`config.mk`:
```
export PLATFORM = sky130hd
export DESIGN_NAME = ifc_config_decoder
export DESIGN_NICKNAME = d
export VERILOG_FILES = /design/src/hw/ifc_pkg.sv /design/src/hw/ifc_config_decoder.sv /design/src/hw/ifc_range_match.sv
export SDC_FILE = /design/constraint.sdc
export NUM_CORES = 1
export LEC_CHECK = 0
export BUFFER_PORTS_ARGS = -buffer_cell sky130_fd_sc_hd__clkbuf_2
export CAP_MARGIN = 10
export CORE_MARGIN = 2
export CORE_UTILIZATION = 35
export DETAILED_ROUTE_END_ITERATION = 7
export SETUP_SLACK_MARGIN = 0.3
export SYNTH_ARGS = -nofsm -noshare
export SYNTH_HDL_FRONTEND = slang
export SYNTH_HIERARCHICAL = 1
export SYNTH_SLANG_ARGS = --single-unit
```
`constraint.sdc`:
```
create_clock -name sys_clk_i -period 2.05 [get_ports sys_clk_i]
set_clock_uncertainty 0.15 [all_clocks]
set_input_delay 0.41 -clock sys_clk_i [delete_from_list [all_inputs] [get_ports sys_clk_i]]
set_output_delay 0.41 -clock sys_clk_i [all_outputs]
set_load 0.05 [all_outputs]
```
`src/hw/ifc_pkg.sv`:
```
// Constants for the ISA function configuration decoder: ports, indices, ranges and reset tables.
// Assumes a 10-bit AT I/O address and byte-wide configuration registers.
package ifc_pkg;
    // Index and data port locations for each level of the base strap.
    localparam logic [9:0] IDX_PORT_LO = 10'h398;
    localparam logic [9:0] DATA_PORT_LO = 10'h399;
    localparam logic [9:0] IDX_PORT_HI = 10'h26e;
    localparam logic [9:0] DATA_PORT_HI = 10'h26f;
    // Configuration register indices.
    localparam logic [7:0] IDX_FEN = 8'h00;
    localparam logic [7:0] IDX_FAR = 8'h01;
    localparam logic [7:0] IDX_PTR = 8'h02;
    // Function enable bit positions.
    localparam int FEN_PAR = 0;
    localparam int FEN_UART1 = 1;
    localparam int FEN_UART2 = 2;
    localparam int FEN_FDC = 3;
    localparam int FEN_ENC = 4;
    localparam int FEN_FDC_SEC = 5;
    localparam int FEN_IDE = 6;
    localparam int FEN_IDE_SEC = 7;
    // Power and test bit positions.
    localparam int PTR_LPT_IRQ7 = 3;
    localparam int PTR_LOCK = 6;
    // Floppy, IDE and parallel port ranges.
    localparam logic [9:0] FDC_PRI_LO = 10'h3f0;
    localparam logic [9:0] FDC_SEC_LO = 10'h370;
    localparam logic [9:0] FDC_DOR_PRI = 10'h3f2;
    localparam logic [9:0] FDC_DOR_SEC = 10'h372;
    localparam logic [9:0] IDE_PRI_LO = 10'h1f0;
    localparam logic [9:0] IDE_SEC_LO = 10'h170;
    localparam logic [9:0] IDE_PRI_ALT = 10'h3f6;
    localparam logic [9:0] IDE_SEC_ALT = 10'h376;
    localparam logic [9:0] SPAN8 = 10'h007;
    localparam logic [9:0] SPAN2 = 10'h001;
    localparam logic [9:0] PAR_A_LO = 10'h378;
    localparam logic [9:0] PAR_B_LO = 10'h3bc;
    localparam logic [9:0] PAR_B_HI = 10'h3be;
    localparam logic [9:0] PAR_C_LO = 10'h278;
    localparam logic [1:0] PAR_CODE_A = 2'h0;
    localparam logic [1:0] PAR_CODE_B = 2'h1;
    localparam logic [1:0] PAR_CODE_C = 2'h2;
    // Serial port slot bases.
    localparam logic [9:0] COM1_LO = 10'h3f8;
    localparam logic [9:0] COM2_LO = 10'h2f8;
    localparam logic [9:0] COM3_LO [4] = '{10'h3e8, 10'h338, 10'h2e8, 10'h220};
    localparam logic [9:0] COM4_LO [4] = '{10'h2e8, 10'h238, 10'h2e0, 10'h228};
    // Reset values selected by the five default straps.
    localparam logic [7:0] FEN_DEF [32] = '{
        8'h4f, 8'h4f, 8'hcf, 8'h4f, 8'h4f, 8'hcf, 8'h4b, 8'h4b,
        8'hcb, 8'h4b, 8'h4b, 8'hcb, 8'h0f, 8'h0f, 8'h0f, 8'h0f,
        8'h49, 8'h49, 8'hc9, 8'hc9, 8'h07, 8'h07, 8'h07, 8'h07,
        8'h47, 8'h47, 8'hc7, 8'h47, 8'h47, 8'hc7, 8'h08, 8'h00};
    localparam logic [7:0] FAR_DEF [32] = '{
        8'h10, 8'h11, 8'h11, 8'h39, 8'h24, 8'h38, 8'h00, 8'h01,
        8'h01, 8'h09, 8'h08, 8'h08, 8'h10, 8'h11, 8'h39, 8'h24,
        8'h00, 8'h01, 8'h01, 8'h00, 8'h10, 8'h11, 8'h39, 8'h24,
        8'h10, 8'h11, 8'h11, 8'h39, 8'h24, 8'h38, 8'h10, 8'h10};
    localparam logic [7:0] PTR_DEF = 8'h00;
    localparam logic [7:0] PTR_DEF_NONE = 8'h02;
    localparam logic [4:0] STRAP_NONE = 5'h1f;
    // Data port write phase.
    typedef enum logic {WP_IDLE = 1'b0, WP_ARMED = 1'b1} ifc_wphase_e;
endpackage : ifc_pkg

```
`src/hw/ifc_config_decoder.sv`:
```
// Configuration register bank and I/O decoder of a multi-function ISA peripheral.
// Assumes ISA strobes and address are already synchronous to sys_clk_i.
// Behaviour
// RULE1 - Index and data ports sit at 398h/399h, or 26Eh/26Fh with strap high.
// RULE2 - Host loads index, then two consecutive data writes; second write updates register.
// RULE3 - Index read returns last index; data read returns selected register directly.
// RULE4 - Reset loads first three registers from one of 32 strap-selected sets.
// RULE5 - Lock bit stops further configuration writes until hardware reset.
// RULE6 - Enable bit 0 decodes the parallel port at the address field range.
// RULE7 - Enable bits 1, 2 gate each UART access and clock; contents kept.
// RULE8 - A disabled UART still drives its pending interrupt request.
// RULE9 - Host should clear UART interrupt output enable before disabling that UART.
// RULE10 - Enable bit 3 gates floppy access and clock; one decodes floppy range.
// RULE11 - Enable bit 4 selects direct two-drive pins or encoded four-drive pins.
// RULE12 - Encoded: select pins carry drive number; motor zero low when its motor bit set.
// RULE13 - Encoded: motor one pulses with write strobe to 3F2h or 372h.
// RULE14 - External decoder enables nothing for undefined pin combinations.
// RULE15 - Enable bit 5 picks floppy range 3F0-7h or 370-7h.
// RULE16 - Enable bit 6 zero blocks IDE, idles selects and buffers, floats data bit 7.
// RULE17 - Enable bit 7 picks IDE ranges 1F0-7h/3F6-7h or 170-7h/376-7h.
// RULE18 - Address bits 1:0 pick parallel range and interrupt; code 11 floats interrupt.
// RULE19 - Power test bit 3 moves 378-37F parallel interrupt to IRQ7.
// RULE20 - Address bits 3:2 assign first UART a serial port slot.
// RULE21 - Address bits 5:4 assign second UART a slot with the same codes.
// RULE22 - Address bits 7:6 set port 3 and port 4 ranges.
// RULE23 - Every match is qualified with address-enable inactive.
// RULE24 - Reserved parallel code decodes no parallel range.
`timescale 1ns/10ps
`default_nettype none
module ifc_config_decoder (
    input wire logic sys_clk_i,
    input wire logic srst_i,
    input wire logic config_base_strap_i,
    input wire logic [4:0] default_config_straps_i,
    input wire logic [9:0] isa_addr_i,
    input wire logic aen_i,
    input wire logic iow_n_i,
    input wire logic ior_n_i,
    input wire logic [7:0] isa_data_i,
    input wire logic [7:0] fdc_dor_i,
    input wire logic uart1_irq_i,
    input wire logic uart2_irq_i,
    input wire logic par_irq_i,
    output logic [7:0] isa_data_o,
    output logic isa_data_oe_o,
    output logic fdc_cs_o,
    output logic uart1_cs_o,
    output logic uart2_cs_o,
    output logic par_cs_o,
    output logic fdc_clk_en_o,
    output logic uart1_clk_en_o,
    output logic uart2_clk_en_o,
    output logic uart1_irq_o,
    output logic uart2_irq_o,
    output logic par_irq5_o,
    output logic par_irq5_oe_o,
    output logic par_irq7_o,
    output logic par_irq7_oe_o,
    output logic ide_chip_select_zero_n_o,
    output logic ide_chip_select_one_n_o,
    output logic ide_low_buffer_enable_n_o,
    output logic ide_high_buffer_enable_n_o,
    output logic ide_data_bit_seven_o,
    output logic ide_data_bit_seven_oe_o,
    output logic drive_select_pin_zero_o,
    output logic drive_select_pin_one_o,
    output logic motor_pin_zero_o,
    output logic motor_pin_one_o
);
    logic [7:0] fen_q;
    logic [7:0] far_q;
    logic [7:0] ptr_q;
    logic [7:0] index_q;
    ifc_pkg::ifc_wphase_e phase_q;
    logic iow_n_q;
    logic cfg_idx_hit;
    logic cfg_data_hit;
    logic wr_stb;
    logic wr_idx;
    logic wr_dat;
    logic wr_other;
    logic commit;
    logic [7:0] rd_val;
    logic [9:0] fdc_lo;
    logic [9:0] fdc_dor;
    logic [9:0] ide_lo;
    logic [9:0] ide_alt;
    logic [9:0] u1_lo;
    logic [9:0] u2_lo;
    logic [9:0] par_lo;
    logic [9:0] par_hi;
    logic par_valid;
    logic fdc_hit;
    logic u1_hit;
    logic u2_hit;
    logic par_hit;
    logic ide0_hit;
    logic ide1_hit;
    logic dor_hit;
    logic io_strobe;
    logic [1:0] drv_sel;

    // Slot base for a serial port code; ports 3 and 4 follow the upper field.
    function automatic logic [9:0] com_lo(input logic [1:0] slot, input logic [1:0] set);
        logic [9:0] base;
        base = ifc_pkg::COM1_LO;
        case (slot)
            2'h0: base = ifc_pkg::COM1_LO;
            2'h1: base = ifc_pkg::COM2_LO;
            2'h2: base = ifc_pkg::COM3_LO[set]; // RULE22
            default: base = ifc_pkg::COM4_LO[set]; // RULE22
        endcase
        return base;
    endfunction : com_lo

    // Configuration ports move with the base strap and ignore DMA cycles.
    always_comb
    begin
        if (config_base_strap_i) // RULE1
        begin
            cfg_idx_hit = !aen_i && (isa_addr_i == ifc_pkg::IDX_PORT_HI); // RULE23
            cfg_data_hit = !aen_i && (isa_addr_i == ifc_pkg::DATA_PORT_HI);
        end
        else
        begin
            cfg_idx_hit = !aen_i && (isa_addr_i == ifc_pkg::IDX_PORT_LO); // RULE1
            cfg_data_hit = !aen_i && (isa_addr_i == ifc_pkg::DATA_PORT_LO);
        end
    end

    // A write is taken once, on the falling edge of the write strobe.
    assign wr_stb = iow_n_q && !iow_n_i && !aen_i;
    assign wr_idx = wr_stb && cfg_idx_hit;
    assign wr_dat = wr_stb && cfg_data_hit;
    assign wr_other = wr_stb && !cfg_idx_hit && !cfg_data_hit;
    assign commit = wr_dat && (phase_q == ifc_pkg::WP_ARMED) && !ptr_q[ifc_pkg::PTR_LOCK]; // RULE2 RULE5
    assign io_strobe = !iow_n_i || !ior_n_i;
    assign drv_sel = fdc_dor_i[1:0];

    // Strobe history for edge detection.
    always_ff @(posedge sys_clk_i)
    begin
        if (srst_i)
            iow_n_q <= 1'b1;
        else
            iow_n_q <= iow_n_i;
    end

    // Index register and the two-write phase; any other write breaks the pair.
    always_ff @(posedge sys_clk_i)
    begin
        if (srst_i)
        begin
            index_q <= 8'h00;
            phase_q <= ifc_pkg::WP_IDLE;
        end
        else if (wr_idx)
        begin
            index_q <= isa_data_i;
            phase_q <= ifc_pkg::WP_IDLE;
        end
        else if (wr_dat)
        begin
            case (phase_q)
                ifc_pkg::WP_IDLE: phase_q <= ifc_pkg::WP_ARMED; // RULE2
                ifc_pkg::WP_ARMED: phase_q <= ifc_pkg::WP_IDLE;
                default: phase_q <= ifc_pkg::WP_IDLE;
            endcase
        end
        else if (wr_other)
            phase_q <= ifc_pkg::WP_IDLE;
    end

    // Configuration registers; the reset set comes from the straps at reset.
    always_ff @(posedge sys_clk_i)
    begin
        if (srst_i)
        begin
            fen_q <= ifc_pkg::FEN_DEF[default_config_straps_i]; // RULE4
            far_q <= ifc_pkg::FAR_DEF[default_config_straps_i]; // RULE4
            ptr_q <= (default_config_straps_i == ifc_pkg::STRAP_NONE) ?
                     ifc_pkg::PTR_DEF_NONE : ifc_pkg::PTR_DEF; // RULE4 RULE5
        end
        else if (commit)
        begin
            if (index_q == ifc_pkg::IDX_FEN)
                fen_q <= isa_data_i;
            else if (index_q == ifc_pkg::IDX_FAR)
                far_q <= isa_data_i;
            else if (index_q == ifc_pkg::IDX_PTR)
                ptr_q <= isa_data_i; // RULE5
        end
    end

    // Read mux for the data port; unimplemented indices read zero.
    always_comb
    begin
        if (index_q == ifc_pkg::IDX_FEN)
            rd_val = fen_q;
        else if (index_q == ifc_pkg::IDX_FAR)
            rd_val = far_q;
        else if (index_q == ifc_pkg::IDX_PTR)
            rd_val = ptr_q;
        else
            rd_val = 8'h00;
    end

    // Read data is driven while the read strobe stays low on a config port.
    always_ff @(posedge sys_clk_i)
    begin
        if (srst_i)
        begin
            isa_data_o <= 8'h00;
            isa_data_oe_o <= 1'b0;
        end
        else
        begin
            isa_data_oe_o <= !ior_n_i && (cfg_idx_hit || cfg_data_hit);
            if (!ior_n_i && cfg_idx_hit)
                isa_data_o <= index_q; // RULE3
            else if (!ior_n_i && cfg_data_hit)
                isa_data_o <= rd_val; // RULE3
            else
                isa_data_o <= 8'h00;
        end
    end

    // Range selection from the enable and address registers.
    always_comb
    begin
        fdc_lo = fen_q[ifc_pkg::FEN_FDC_SEC] ? ifc_pkg::FDC_SEC_LO : ifc_pkg::FDC_PRI_LO; // RULE15
        fdc_dor = fen_q[ifc_pkg::FEN_FDC_SEC] ? ifc_pkg::FDC_DOR_SEC : ifc_pkg::FDC_DOR_PRI; // RULE13
        ide_lo = fen_q[ifc_pkg::FEN_IDE_SEC] ? ifc_pkg::IDE_SEC_LO : ifc_pkg::IDE_PRI_LO; // RULE17
        ide_alt = fen_q[ifc_pkg::FEN_IDE_SEC] ? ifc_pkg::IDE_SEC_ALT : ifc_pkg::IDE_PRI_ALT; // RULE17
        u1_lo = com_lo(far_q[3:2], far_q[7:6]); // RULE20
        u2_lo = com_lo(far_q[5:4], far_q[7:6]); // RULE21
        par_valid = 1'b1;
        par_lo = ifc_pkg::PAR_A_LO;
        par_hi = ifc_pkg::PAR_A_LO + ifc_pkg::SPAN8;
        if (far_q[1:0] == ifc_pkg::PAR_CODE_B) // RULE18
        begin
            par_lo = ifc_pkg::PAR_B_LO;
            par_hi = ifc_pkg::PAR_B_HI;
        end
        else if (far_q[1:0] == ifc_pkg::PAR_CODE_C)
        begin
            par_lo = ifc_pkg::PAR_C_LO;
            par_hi = ifc_pkg::PAR_C_LO + ifc_pkg::SPAN8;
        end
        else if (far_q[1:0] != ifc_pkg::PAR_CODE_A)
            par_valid = 1'b0; // RULE24
    end

    // Every comparator is enabled only outside DMA cycles.
    ifc_range_match u_fdc (
        .addr_i(isa_addr_i),
        .lo_i(fdc_lo),
        .hi_i(fdc_lo + ifc_pkg::SPAN8),
        .en_i(!aen_i && fen_q[ifc_pkg::FEN_FDC]), // RULE10 RULE23
        .hit_o(fdc_hit)
    );
    ifc_range_match u_uart1 (
        .addr_i(isa_addr_i),
        .lo_i(u1_lo),
        .hi_i(u1_lo + ifc_pkg::SPAN8),
        .en_i(!aen_i && fen_q[ifc_pkg::FEN_UART1]), // RULE7
        .hit_o(u1_hit)
    );
    ifc_range_match u_uart2 (
        .addr_i(isa_addr_i),
        .lo_i(u2_lo),
        .hi_i(u2_lo + ifc_pkg::SPAN8),
        .en_i(!aen_i && fen_q[ifc_pkg::FEN_UART2]), // RULE7
        .hit_o(u2_hit)
    );
    ifc_range_match u_par (
        .addr_i(isa_addr_i),
        .lo_i(par_lo),
        .hi_i(par_hi),
        .en_i(!aen_i && fen_q[ifc_pkg::FEN_PAR] && par_valid), // RULE6 RULE24
        .hit_o(par_hit)
    );
    ifc_range_match u_ide0 (
        .addr_i(isa_addr_i),
        .lo_i(ide_lo),
        .hi_i(ide_lo + ifc_pkg::SPAN8),
        .en_i(!aen_i && fen_q[ifc_pkg::FEN_IDE]), // RULE16
        .hit_o(ide0_hit)
    );
    ifc_range_match u_ide1 (
        .addr_i(isa_addr_i),
        .lo_i(ide_alt),
        .hi_i(ide_alt + ifc_pkg::SPAN2),
        .en_i(!aen_i && fen_q[ifc_pkg::FEN_IDE]), // RULE16
        .hit_o(ide1_hit)
    );
    // The drive latch strobe decodes regardless of the floppy enable.
    ifc_range_match u_dor (
        .addr_i(isa_addr_i),
        .lo_i(fdc_dor),
        .hi_i(fdc_dor),
        .en_i(!aen_i),
        .hit_o(dor_hit)
    );

    // Chip selects and clock gates; a blocked function keeps its own state.
    always_ff @(posedge sys_clk_i)
    begin
        if (srst_i)
        begin
            fdc_cs_o <= 1'b0;
            uart1_cs_o <= 1'b0;
            uart2_cs_o <= 1'b0;
            par_cs_o <= 1'b0;
            fdc_clk_en_o <= 1'b0;
            uart1_clk_en_o <= 1'b0;
            uart2_clk_en_o <= 1'b0;
        end
        else
        begin
            fdc_cs_o <= fdc_hit; // RULE10
            uart1_cs_o <= u1_hit; // RULE7
            uart2_cs_o <= u2_hit; // RULE7
            par_cs_o <= par_hit; // RULE6
            fdc_clk_en_o <= fen_q[ifc_pkg::FEN_FDC]; // RULE10
            uart1_clk_en_o <= fen_q[ifc_pkg::FEN_UART1]; // RULE7
            uart2_clk_en_o <= fen_q[ifc_pkg::FEN_UART2]; // RULE7
        end
    end

    // UART requests pass through even when the UART is disabled, so software must mask them first.
    always_ff @(posedge sys_clk_i)
    begin
        if (srst_i)
        begin
            uart1_irq_o <= 1'b0;
            uart2_irq_o <= 1'b0;
        end
        else
        begin
            uart1_irq_o <= uart1_irq_i; // RULE8 RULE9
            uart2_irq_o <= uart2_irq_i; // RULE8 RULE9
        end
    end

    // Parallel interrupt steering; the reserved code leaves both lines undriven.
    always_ff @(posedge sys_clk_i)
    begin
        if (srst_i)
        begin
            par_irq5_oe_o <= 1'b0;
            par_irq7_oe_o <= 1'b0;
            par_irq5_o <= 1'b0;
            par_irq7_o <= 1'b0;
        end
        else
        begin
            par_irq5_o <= par_irq_i;
            par_irq7_o <= par_irq_i;
            par_irq5_oe_o <= 1'b0;
            par_irq7_oe_o <= 1'b0;
            if (!fen_q[ifc_pkg::FEN_PAR])
                par_irq5_oe_o <= 1'b0;
            else if (far_q[1:0] == ifc_pkg::PAR_CODE_A)
            begin
                par_irq7_oe_o <= ptr_q[ifc_pkg::PTR_LPT_IRQ7]; // RULE19
                par_irq5_oe_o <= !ptr_q[ifc_pkg::PTR_LPT_IRQ7]; // RULE19
            end
            else if (far_q[1:0] == ifc_pkg::PAR_CODE_B)
                par_irq7_oe_o <= 1'b1; // RULE18
            else if (far_q[1:0] == ifc_pkg::PAR_CODE_C)
                par_irq5_oe_o <= 1'b1; // RULE18
        end
    end

    // IDE selects are active low and idle high while the interface is off.
    always_ff @(posedge sys_clk_i)
    begin
        if (srst_i)
        begin
            ide_chip_select_zero_n_o <= 1'b1;
            ide_chip_select_one_n_o <= 1'b1;
            ide_low_buffer_enable_n_o <= 1'b1;
            ide_high_buffer_enable_n_o <= 1'b1;
            ide_data_bit_seven_o <= 1'b0;
            ide_data_bit_seven_oe_o <= 1'b0;
        end
        else
        begin
            ide_chip_select_zero_n_o <= !ide0_hit; // RULE16 RULE17
            ide_chip_select_one_n_o <= !ide1_hit; // RULE16 RULE17
            ide_low_buffer_enable_n_o <= !((ide0_hit || ide1_hit) && io_strobe); // RULE16
            ide_high_buffer_enable_n_o <= !(ide0_hit && (isa_addr_i == ide_lo) && io_strobe); // RULE16
            ide_data_bit_seven_o <= isa_data_i[7];
            ide_data_bit_seven_oe_o <= ide0_hit && !iow_n_i; // RULE16
        end
    end

    // Drive pins: direct active-low pins, or a drive number for an external decoder.
    always_ff @(posedge sys_clk_i)
    begin
        if (srst_i)
        begin
            drive_select_pin_zero_o <= 1'b1;
            drive_select_pin_one_o <= 1'b1;
            motor_pin_zero_o <= 1'b1;
            motor_pin_one_o <= 1'b1;
        end
        else if (fen_q[ifc_pkg::FEN_ENC]) // RULE11
        begin
            drive_select_pin_zero_o <= drv_sel[0]; // RULE12
            drive_select_pin_one_o <= drv_sel[1]; // RULE12
            motor_pin_zero_o <= !fdc_dor_i[{1'b1, drv_sel}]; // RULE12 RULE14
            motor_pin_one_o <= dor_hit && !iow_n_i; // RULE13
        end
        else
        begin
            drive_select_pin_zero_o <= !(drv_sel == 2'h0); // RULE11
            drive_select_pin_one_o <= !(drv_sel == 2'h1); // RULE11
            motor_pin_zero_o <= !fdc_dor_i[4];
            motor_pin_one_o <= !fdc_dor_i[5];
        end
    end

    a_lock_freezes: assert property (@(posedge sys_clk_i) disable iff (srst_i) // RULE5
        ptr_q[ifc_pkg::PTR_LOCK] |=> $stable(fen_q) && $stable(far_q) && $stable(ptr_q))
        else $error("Configuration changed while locked.");
    a_single_write_holds: assert property (@(posedge sys_clk_i) disable iff (srst_i) // RULE2
        (wr_dat && phase_q == ifc_pkg::WP_IDLE) |=> $stable(fen_q) && $stable(far_q))
        else $error("First data write updated a register.");
    a_index_readback: assert property (@(posedge sys_clk_i) disable iff (srst_i) // RULE3
        (!ior_n_i && cfg_idx_hit) |=> isa_data_oe_o && (isa_data_o == $past(index_q)))
        else $error("Index read returned wrong value.");
    a_uart_gate: assert property (@(posedge sys_clk_i) disable iff (srst_i) // RULE7
        !fen_q[ifc_pkg::FEN_UART1] |=> !uart1_cs_o && !uart1_clk_en_o)
        else $error("Disabled UART still selected or clocked.");
    a_ide_idle: assert property (@(posedge sys_clk_i) disable iff (srst_i) // RULE16
        !fen_q[ifc_pkg::FEN_IDE] |=> ide_chip_select_zero_n_o && ide_chip_select_one_n_o
        && ide_low_buffer_enable_n_o && ide_high_buffer_enable_n_o && !ide_data_bit_seven_oe_o)
        else $error("Disabled IDE interface is active.");
    a_enc_drive: assert property (@(posedge sys_clk_i) disable iff (srst_i) // RULE12
        fen_q[ifc_pkg::FEN_ENC] |=> {drive_select_pin_one_o, drive_select_pin_zero_o} == $past(fdc_dor_i[1:0]))
        else $error("Encoded drive number wrong.");
    a_motor_pulse: assert property (@(posedge sys_clk_i) disable iff (srst_i) // RULE13
        (fen_q[ifc_pkg::FEN_ENC] && !aen_i && !iow_n_i && isa_addr_i == fdc_dor) |=> motor_pin_one_o)
        else $error("Motor one pin missed the write pulse.");
    a_par_reserved: assert property (@(posedge sys_clk_i) disable iff (srst_i) // RULE24
        (far_q[1:0] == 2'h3) |=> !par_cs_o && !par_irq5_oe_o && !par_irq7_oe_o)
        else $error("Reserved parallel code decoded.");
    a_dma_ignored: assert property (@(posedge sys_clk_i) disable iff (srst_i) // RULE23
        aen_i |=> !fdc_cs_o && !uart1_cs_o && !uart2_cs_o && !par_cs_o)
        else $error("Peripheral decoded during DMA.");
    c_commit: cover property (@(posedge sys_clk_i) disable iff (srst_i) commit);
    c_lock_set: cover property (@(posedge sys_clk_i) disable iff (srst_i) $rose(ptr_q[ifc_pkg::PTR_LOCK]));
    c_enc_pulse: cover property (@(posedge sys_clk_i) disable iff (srst_i)
        fen_q[ifc_pkg::FEN_ENC] && motor_pin_one_o);
endmodule : ifc_config_decoder
`default_nettype wire

```
`src/hw/ifc_range_match.sv`:
```
// Inclusive I/O address range comparator.
// Assumes the caller qualifies the enable with address-enable and, except for the drive latch strobe, function enable.
`timescale 1ns/10ps
`default_nettype none
module ifc_range_match (
    input wire logic [9:0] addr_i,
    input wire logic [9:0] lo_i,
    input wire logic [9:0] hi_i,
    input wire logic en_i,
    output logic hit_o
);
    // Purely combinational so the caller registers the result once.
    assign hit_o = en_i && (addr_i >= lo_i) && (addr_i <= hi_i);
endmodule : ifc_range_match
`default_nettype wire

```
## Yosys cells after proc, flatten, opt, wreduce, memory -nomap -nowiden

Memory sizes are Yosys's and may differ from the RTL's.
Cells that the tools add are included.

- Add/sub/neg operators: 5
- $lt $le $gt $ge: 17
- Equal/unequal tests: 17
- Mux-type cells: 57
- Bitwise gates (word level): 4
- Reductions and logical operators: 75

Operators with widths:

| kind | number |
|---|---|
| $mux 8 | 25 |
| $le 10x10->1 | 7 |
| $ge 10x10->1 | 6 |
| $pmux 10 s3 | 2 |
| $bmux 10 s2 | 2 |
| $eq 10x10->1 const B | 4 |
| $logic_and 1x1->1 | 40 |
| $mux 10 | 4 |
| $mux 9 | 4 |
| $add 10x3->10 const B | 2 |
| $mux 1 | 17 |
| $logic_not 1->1 | 16 |
| $reduce_bool 2->1 | 6 |
| $add 9x2->10 const B | 1 |
| $add 9x3->10 const B | 1 |
| $add 9x4->10 const B | 1 |
| $eq 10x9->1 | 1 |
| $ge 10x9->1 | 1 |
| $eq 2x1->1 const B | 4 |
| $eq 8x1->1 const B | 1 |
| $eq 8x2->1 const B | 1 |
| $logic_not 2->1 | 4 |
| $logic_not 8->1 | 1 |
| $eq 2x2->1 const B | 3 |
| 16 further kinds | 21 |

- Bits in registers: 65
- Bits in read-only memories: 512
- Output and inout bits: 32
- Word-level logic and storage cells: 207
- Memories: 2

Memory list:

| memory | depth | width | read ports | clocked after memory_dff | wr ports | line | source |
|---|---|---|---|---|---|---|---|
| (no name shown) | 32 | 8 | 1 | 0 | 0 | ifc_config_decoder.sv:180 | `far_q <= ifc_pkg::FAR_DEF[default_config_straps_i];` |
| (no name shown) | 32 | 8 | 1 | 0 | 0 | ifc_config_decoder.sv:179 | `fen_q <= ifc_pkg::FEN_DEF[default_config_straps_i];` |

## Depth between registers and ports, before layout

- Depth after elaboration: 8
- Mapped depth: 10
- Mapped depth without buffers: 10

## Cells and area by module

The synthesis kept the hierarchy.

By module, submodules not included:

| module | times used | cells an instance | area an instance (um^2) |
|---|---|---|---|
| ifc_range_match | 7 | 68 | 500.5 |
| ifc_config_decoder | 1 | 297 | 3062.9 |

## Worst setup path after synthesis

Ideal clock, no wire load.

- Kind: register to register
- From: register fen_q[7]
- To: register ide_high_buffer_enable_n_o
- Arrival time: 1915 ps
- Slack: -142 ps
- Stages on the path, launching flop included: 10
- Path buffers: 0
- Period minus slack after synthesis: 2192 ps
- Cells stage by stage: edfxtp_1 inv_1 inv_1 ha_1 nand4_1 nor3_1 o41ai_2 and4bb_1 nand3_1 or3_1

- Cells in the longest elaborated chain, start to end: 7
- Elaborated cells between the ends (all ways): 10

Ends and longest elaborated chain:

| item | line | source |
|---|---|---|
| start: declaration | ifc_config_decoder.sv:70 | `logic [7:0] fen_q;` |
| start signal: assignment | ifc_config_decoder.sv:179 |  |
| start signal: assignment | ifc_config_decoder.sv:187 | `fen_q <= isa_data_i;` |
| $mux 8 * | ifc_config_decoder.sv:233 | `ide_lo = fen_q[ifc_pkg::FEN_IDE_SEC] ? ifc_pkg::IDE_SEC_LO : ifc_pkg::IDE_PRI_LO;` |
| $add 9x3->10 or $ge 10x9->1 (tied branches) | ifc_config_decoder.sv:286, ifc_range_match.sv:13 |  |
| $le 10x10->1 or $logic_and 1x1->1 (tied branches) | ifc_range_match.sv:13 | `assign hit_o = en_i && (addr_i >= lo_i) && (addr_i <= hi_i);` |
| $logic_and 1x1->1 * | ifc_range_match.sv:13 |  |
| net ide0_hit | ifc_config_decoder.sv:97 | `logic ide0_hit;` |
| $logic_and 1x1->1 * (2 in a row) | ifc_config_decoder.sv:393 | `ide_high_buffer_enable_n_o <= !(ide0_hit && (isa_addr_i == ide_lo) && io_strobe);` |
| $logic_not 1->1 * | ifc_config_decoder.sv:393 |  |
| end signal: assignment | ifc_config_decoder.sv:393 |  |
| end: declaration | ifc_config_decoder.sv:62 | `output logic ide_high_buffer_enable_n_o,` |

Mark *: on every way through the listed nets, which the timed path passes. The rest lies on a longest branch.
A chain may end at the register's enable or synchronous reset.

## Worst setup path in the final report

- From: register far_q[6]
- To: register uart2_cs_o

- Cells in the longest elaborated chain, start to end: 8
- Elaborated cells between the ends (all ways): 13

Ends and longest elaborated chain:

| item | line | source |
|---|---|---|
| start: declaration | ifc_config_decoder.sv:71 | `logic [7:0] far_q;` |
| start signal: assignment | ifc_config_decoder.sv:180 |  |
| start signal: assignment | ifc_config_decoder.sv:189 | `far_q <= isa_data_i;` |
| $not 2->3 (not written as such) * | ifc_config_decoder.sv:110, ifc_config_decoder.sv:111 |  |
| $bmux 10 s2 (on tied branches) | ifc_config_decoder.sv:111, ifc_config_decoder.sv:110 |  |
| $mux 10 (on tied branches) (2 in a row) | ifc_config_decoder.sv:111, ifc_config_decoder.sv:110 |  |
| $pmux 10 s3 * | ifc_config_decoder.sv:107 | `case (slot)` |
| net u2_lo[3] | ifc_config_decoder.sv:89 | `logic [9:0] u2_lo;` |
| $add 10x3->10 or $ge 10x10->1 (tied branches) | ifc_config_decoder.sv:272, ifc_range_match.sv:13 |  |
| $le 10x10->1 or $logic_and 1x1->1 (tied branches) | ifc_range_match.sv:13 |  |
| $logic_and 1x1->1 * | ifc_range_match.sv:13 |  |
| net u2_hit | ifc_config_decoder.sv:95 | `logic u2_hit;` |
| end signal: assignment | ifc_config_decoder.sv:323 | `uart2_cs_o <= u2_hit;` |
| end: declaration | ifc_config_decoder.sv:48 | `output logic uart2_cs_o,` |

Mark *: on every way through the listed nets, which the timed path passes. The rest lies on a longest branch. The select of a mux whose other input is x is not followed.

==> impl.org <==
** Status
- The flow ran to the end, but the final reports show violations.
- The checks that failed: setup timing.

** Final layout
- Antenna Cells :: 0
- Cells with a size suffix above 1 make up 28.1% of the layout.
- The area growth from synthesis to layout is 38.8%.
- In the final design database the tool counted 1228 nets.
- The count of cells in the finished layout, fillers not included, comes to 1282.
- Most common cell after layout, fill and taps aside :: inv_1
- Most frequent cells in the layout :: 139 x inv_1, 132 x ha_1, 104 x conb_1

** Power
- Power spread over the standard cell area amounts to 494 mW/mm².
- Leakage power total :: 0.00496 µW
- Worst VDD drop :: 0.000426 V

** Setup path
- Largest stage delay on the critical path :: 0.46 ns
- STA classifies the critical path endpoint as a flop.
- Traced cell by cell, the critical path runs through buf_6, xor2_2, nand3_2, inv_2, ha_4, a211oi_2, nor2_1, nor4_1, and4bb_1, nor2b_2.
- Critical path's slowest cell :: edfxtp_1
- The critical path is of the reg -> reg type.
- Worst Path Max Fanout :: 4
- Required time of the critical path :: 2.12 ns
- Across all register-to-register paths, the minimum setup slack is -0.19 ns.
- CP Launch Type :: flop
- Data arrival time at the worst-slack endpoint :: 2.31 ns

** STA
- Max Clock Freq :: 447 MHz
- Setup_tns :: -0.966 ns
- The final critical path takes up 109% of the cycle.
- The number of max-slew violations in the final report is 0.
- Worst-case setup margin in the final layout :: -0.187 ns
- The final count of hold timing violations was 0.
- Setup violations remaining at the end of the flow were counted as 9.
- Setup repair after global routing missed its margin :: true
- After layout, the minimum clock period comes to 2.24 ns.
- Post-route worst hold slack :: 0.119 ns

** Clocking
- The number of hold buffers added after CTS was 0.
- In this run, CTS created clock tree buffers numbering 9.
- Clock buffer depth :: 2
- Clock transition at path regs :: 0.06 ns
- Clock Sinks :: 65
- The H-tree generated during clock tree synthesis spans 3 levels.
- TritonCTS built the clock tree.
- At the later pin of the worst-skew pair, clock insertion delay measures 0.34 ns.
- Root Buffer :: clkbuf_16

** Logic synthesis
- Synthesis inferred 65 register bits.
- The most used flip-flop cell after synthesis is dfxtp_1.
- For this run, the number of Yosys warnings is 6.
- Avg Cell Area, Syn :: 8.49 µm²
- Proportion of synthesized flip-flops having asynchronous set or reset :: 0%
- Distinct cell type count of the synthesized netlist :: 59
- After technology mapping, the gate count stands at 773.
- Synth Cell Area :: 0.00657 mm²
- Yosys mapped a number of flops with a built-in enable equal to 24.
- Share of the yosys chip area belonging to registers :: 23.5%

** Global routing
- Number of antenna violations at the first check in global routing :: 0
- Entering global routing, the biggest net connects 24 pins.
- The via count of the first global-routing pass is 5824.
- Residual overflow from global routing :: 0
- Global routing used 17.9% of the available tracks across all layers.
- Wire length of the first global-routing pass :: 28500 µm

** Route
- In this run the remaining antenna-violating nets after routing total 0.
- Aggregate routed wire length :: 17100 µm
- Number of vias per cell after detailed routing :: 4.65
- The detailed router finished its first iteration with 176 violations.
- Detailed routing inserted a total of 5961 vias.
- The first detailed-routing pass took 4 iterations.
- Routed wirelength normalized by instance count :: 13.3 µm
- DR DRC count :: 0

** Die
- The die is 141 µm wide.
- Number of placement rows :: 50
- The initial utilization of the core area, before any placement, comes to 35.3%.
- 72 I/O pins were placed.
- Floorplan die height :: 141 µm
- The total area inside the core boundary comes to 0.0186 mm².
- The floorplan step defined a die boundary enclosing 0.0199 mm².

** Place
- At the end of routability-driven placement, the weighted congestion stood at 0.821.
- Half-perimeter wire length of the detailed placement result :: 13600 µm
- After detailed placement, the design holds a cell count of 1250.
- The count of buffers added on input and output ports is 69.
- Placement-stage worst setup slack :: -0.339 ns

** Hold path
- The min-delay analysis places its worst path in the category in -> reg.

** Job
- Max-Cap Viols :: 0
## state kept, by name, summed over array words and instances, names as in the netlist, 8 cells and up
register / flops
index_q: 8
isa_data_o: 8
ptr_q: 8
fen_q: 8
far_q: 8
## power breakdown
group | leakage, µW | internal, µW | switching (µW) | total, µW
logic | 0.00424 | 690 | 803 | 1490
clock network | 0.000146 | 940 | 597 | 1540
registers | 0.000568 | 1410 | 56.4 | 1470
## repair_timing
action | 4_1_cts | 5_1_grt
pin swaps | 24 | 14
endpoints found under the setup margin | 49 | 50
gates resized for setup | 40 | 35
setup buffers | 10 | 6
## worst paths after layout
kind	depth (start not counted)	from	to
min	2	iow_n_i	ide_data_bit_seven_oe_o
max	10	far_q[6]	uart2_cs_o
max reg2reg	10	far_q[6]	uart2_cs_o
min reg2reg	2	index_q[2]	index_q[2]
## per-stage QoR
step / instance area (µm²) / power [µW] / utilization, %
global placement: 8400 / 2830 / 45.2
floorplan: 7150 / 2350 / -
global route: 9110 / 4790 / 49.0
finish: 9110 / 4500 / 49.0
CTS: 8950 / 4470 / 48.2
detailed placement: 8400 / 2850 / 45.2
## cell families (layout without fill, tap and decap cells)
| group | after synthesis | after routing | synth area share [%] |
|---|---|---|---|
| simple gates | 207 | 207 | 17.7 |
| buf+inv | 168 | 341 | 9.66 |
| compound gates | 159 | 159 | 16.8 |
| fa+ha+maj | 145 | 145 | 27.6 |
| flops | 65 | 65 | 23.5 |
| mux | 22 | 22 | 3.94 |
| xor+xnor | 5 | 5 | 0.667 |
| other cells | 2 | 104 | 0.114 |
## per-layer routing
layer	global-route usage [%]	vias up	part of all wire [%]
li1	-	3177	-
met1	23.0	2698	46
met2	31.7	65	49
met3	2.21	21	2.6
met4	4.89	0	1.7
met5	0	-	0
## final cells by class
type | instances | area (µm²)
Inverter | 154 | 581
Tap cell | 234 | 293
Sequential cell | 65 | 1540
Fill cell | 1769 | 9470
Timing Repair Buffer | 171 | 1200
Clock buffer | 9 | 225
Clock inverter | 7 | 70.1
Multi-Input combinational cell | 642 | 5200
## cells in the mapped netlist, types with 4 or more instances
master | number | area (µm²)
o41ai_2 | 7 | 114
nor3_1 | 10 | 50.1
nand2b_1 | 12 | 75.1
clkbuf_1 | 10 | 37.5
o21ai_0 | 36 | 180
nand2_1 | 32 | 120
inv_1 | 153 | 574
a211oi_2 | 7 | 87.6
nor2b_1 | 27 | 169
mux2_4 | 5 | 75.1
a31o_2 | 4 | 35.0
a41oi_1 | 7 | 61.3
ha_1 | 145 | 1810
a22oi_1 | 8 | 60.1
nor2_1 | 45 | 169
edfxtp_1 | 24 | 721
a21o_1 | 7 | 52.6
and4bb_1 | 7 | 87.6
nor4_1 | 7 | 43.8
a21oi_1 | 49 | 245
dfxtp_1 | 41 | 821
mux2i_1 | 15 | 150
o2bb2ai_1 | 8 | 70.1
a211oi_1 | 7 | 52.6
nand4_1 | 22 | 138
nand3_1 | 24 | 120
a31oi_1 | 5 | 31.3
## critical path: cells and delay by family (launching register included)
family	cells	cell delay, ns
AO/OA/AOI/OAI	1	0.17
adder cells (fa/ha/maj)	1	0.20
flip-flops	1	0.46
AND/OR/NAND/NOR	5	0.74
XOR/XNOR	1	0.15
buffers and inverters	2	0.27
(Power assumes the default switching activity.)
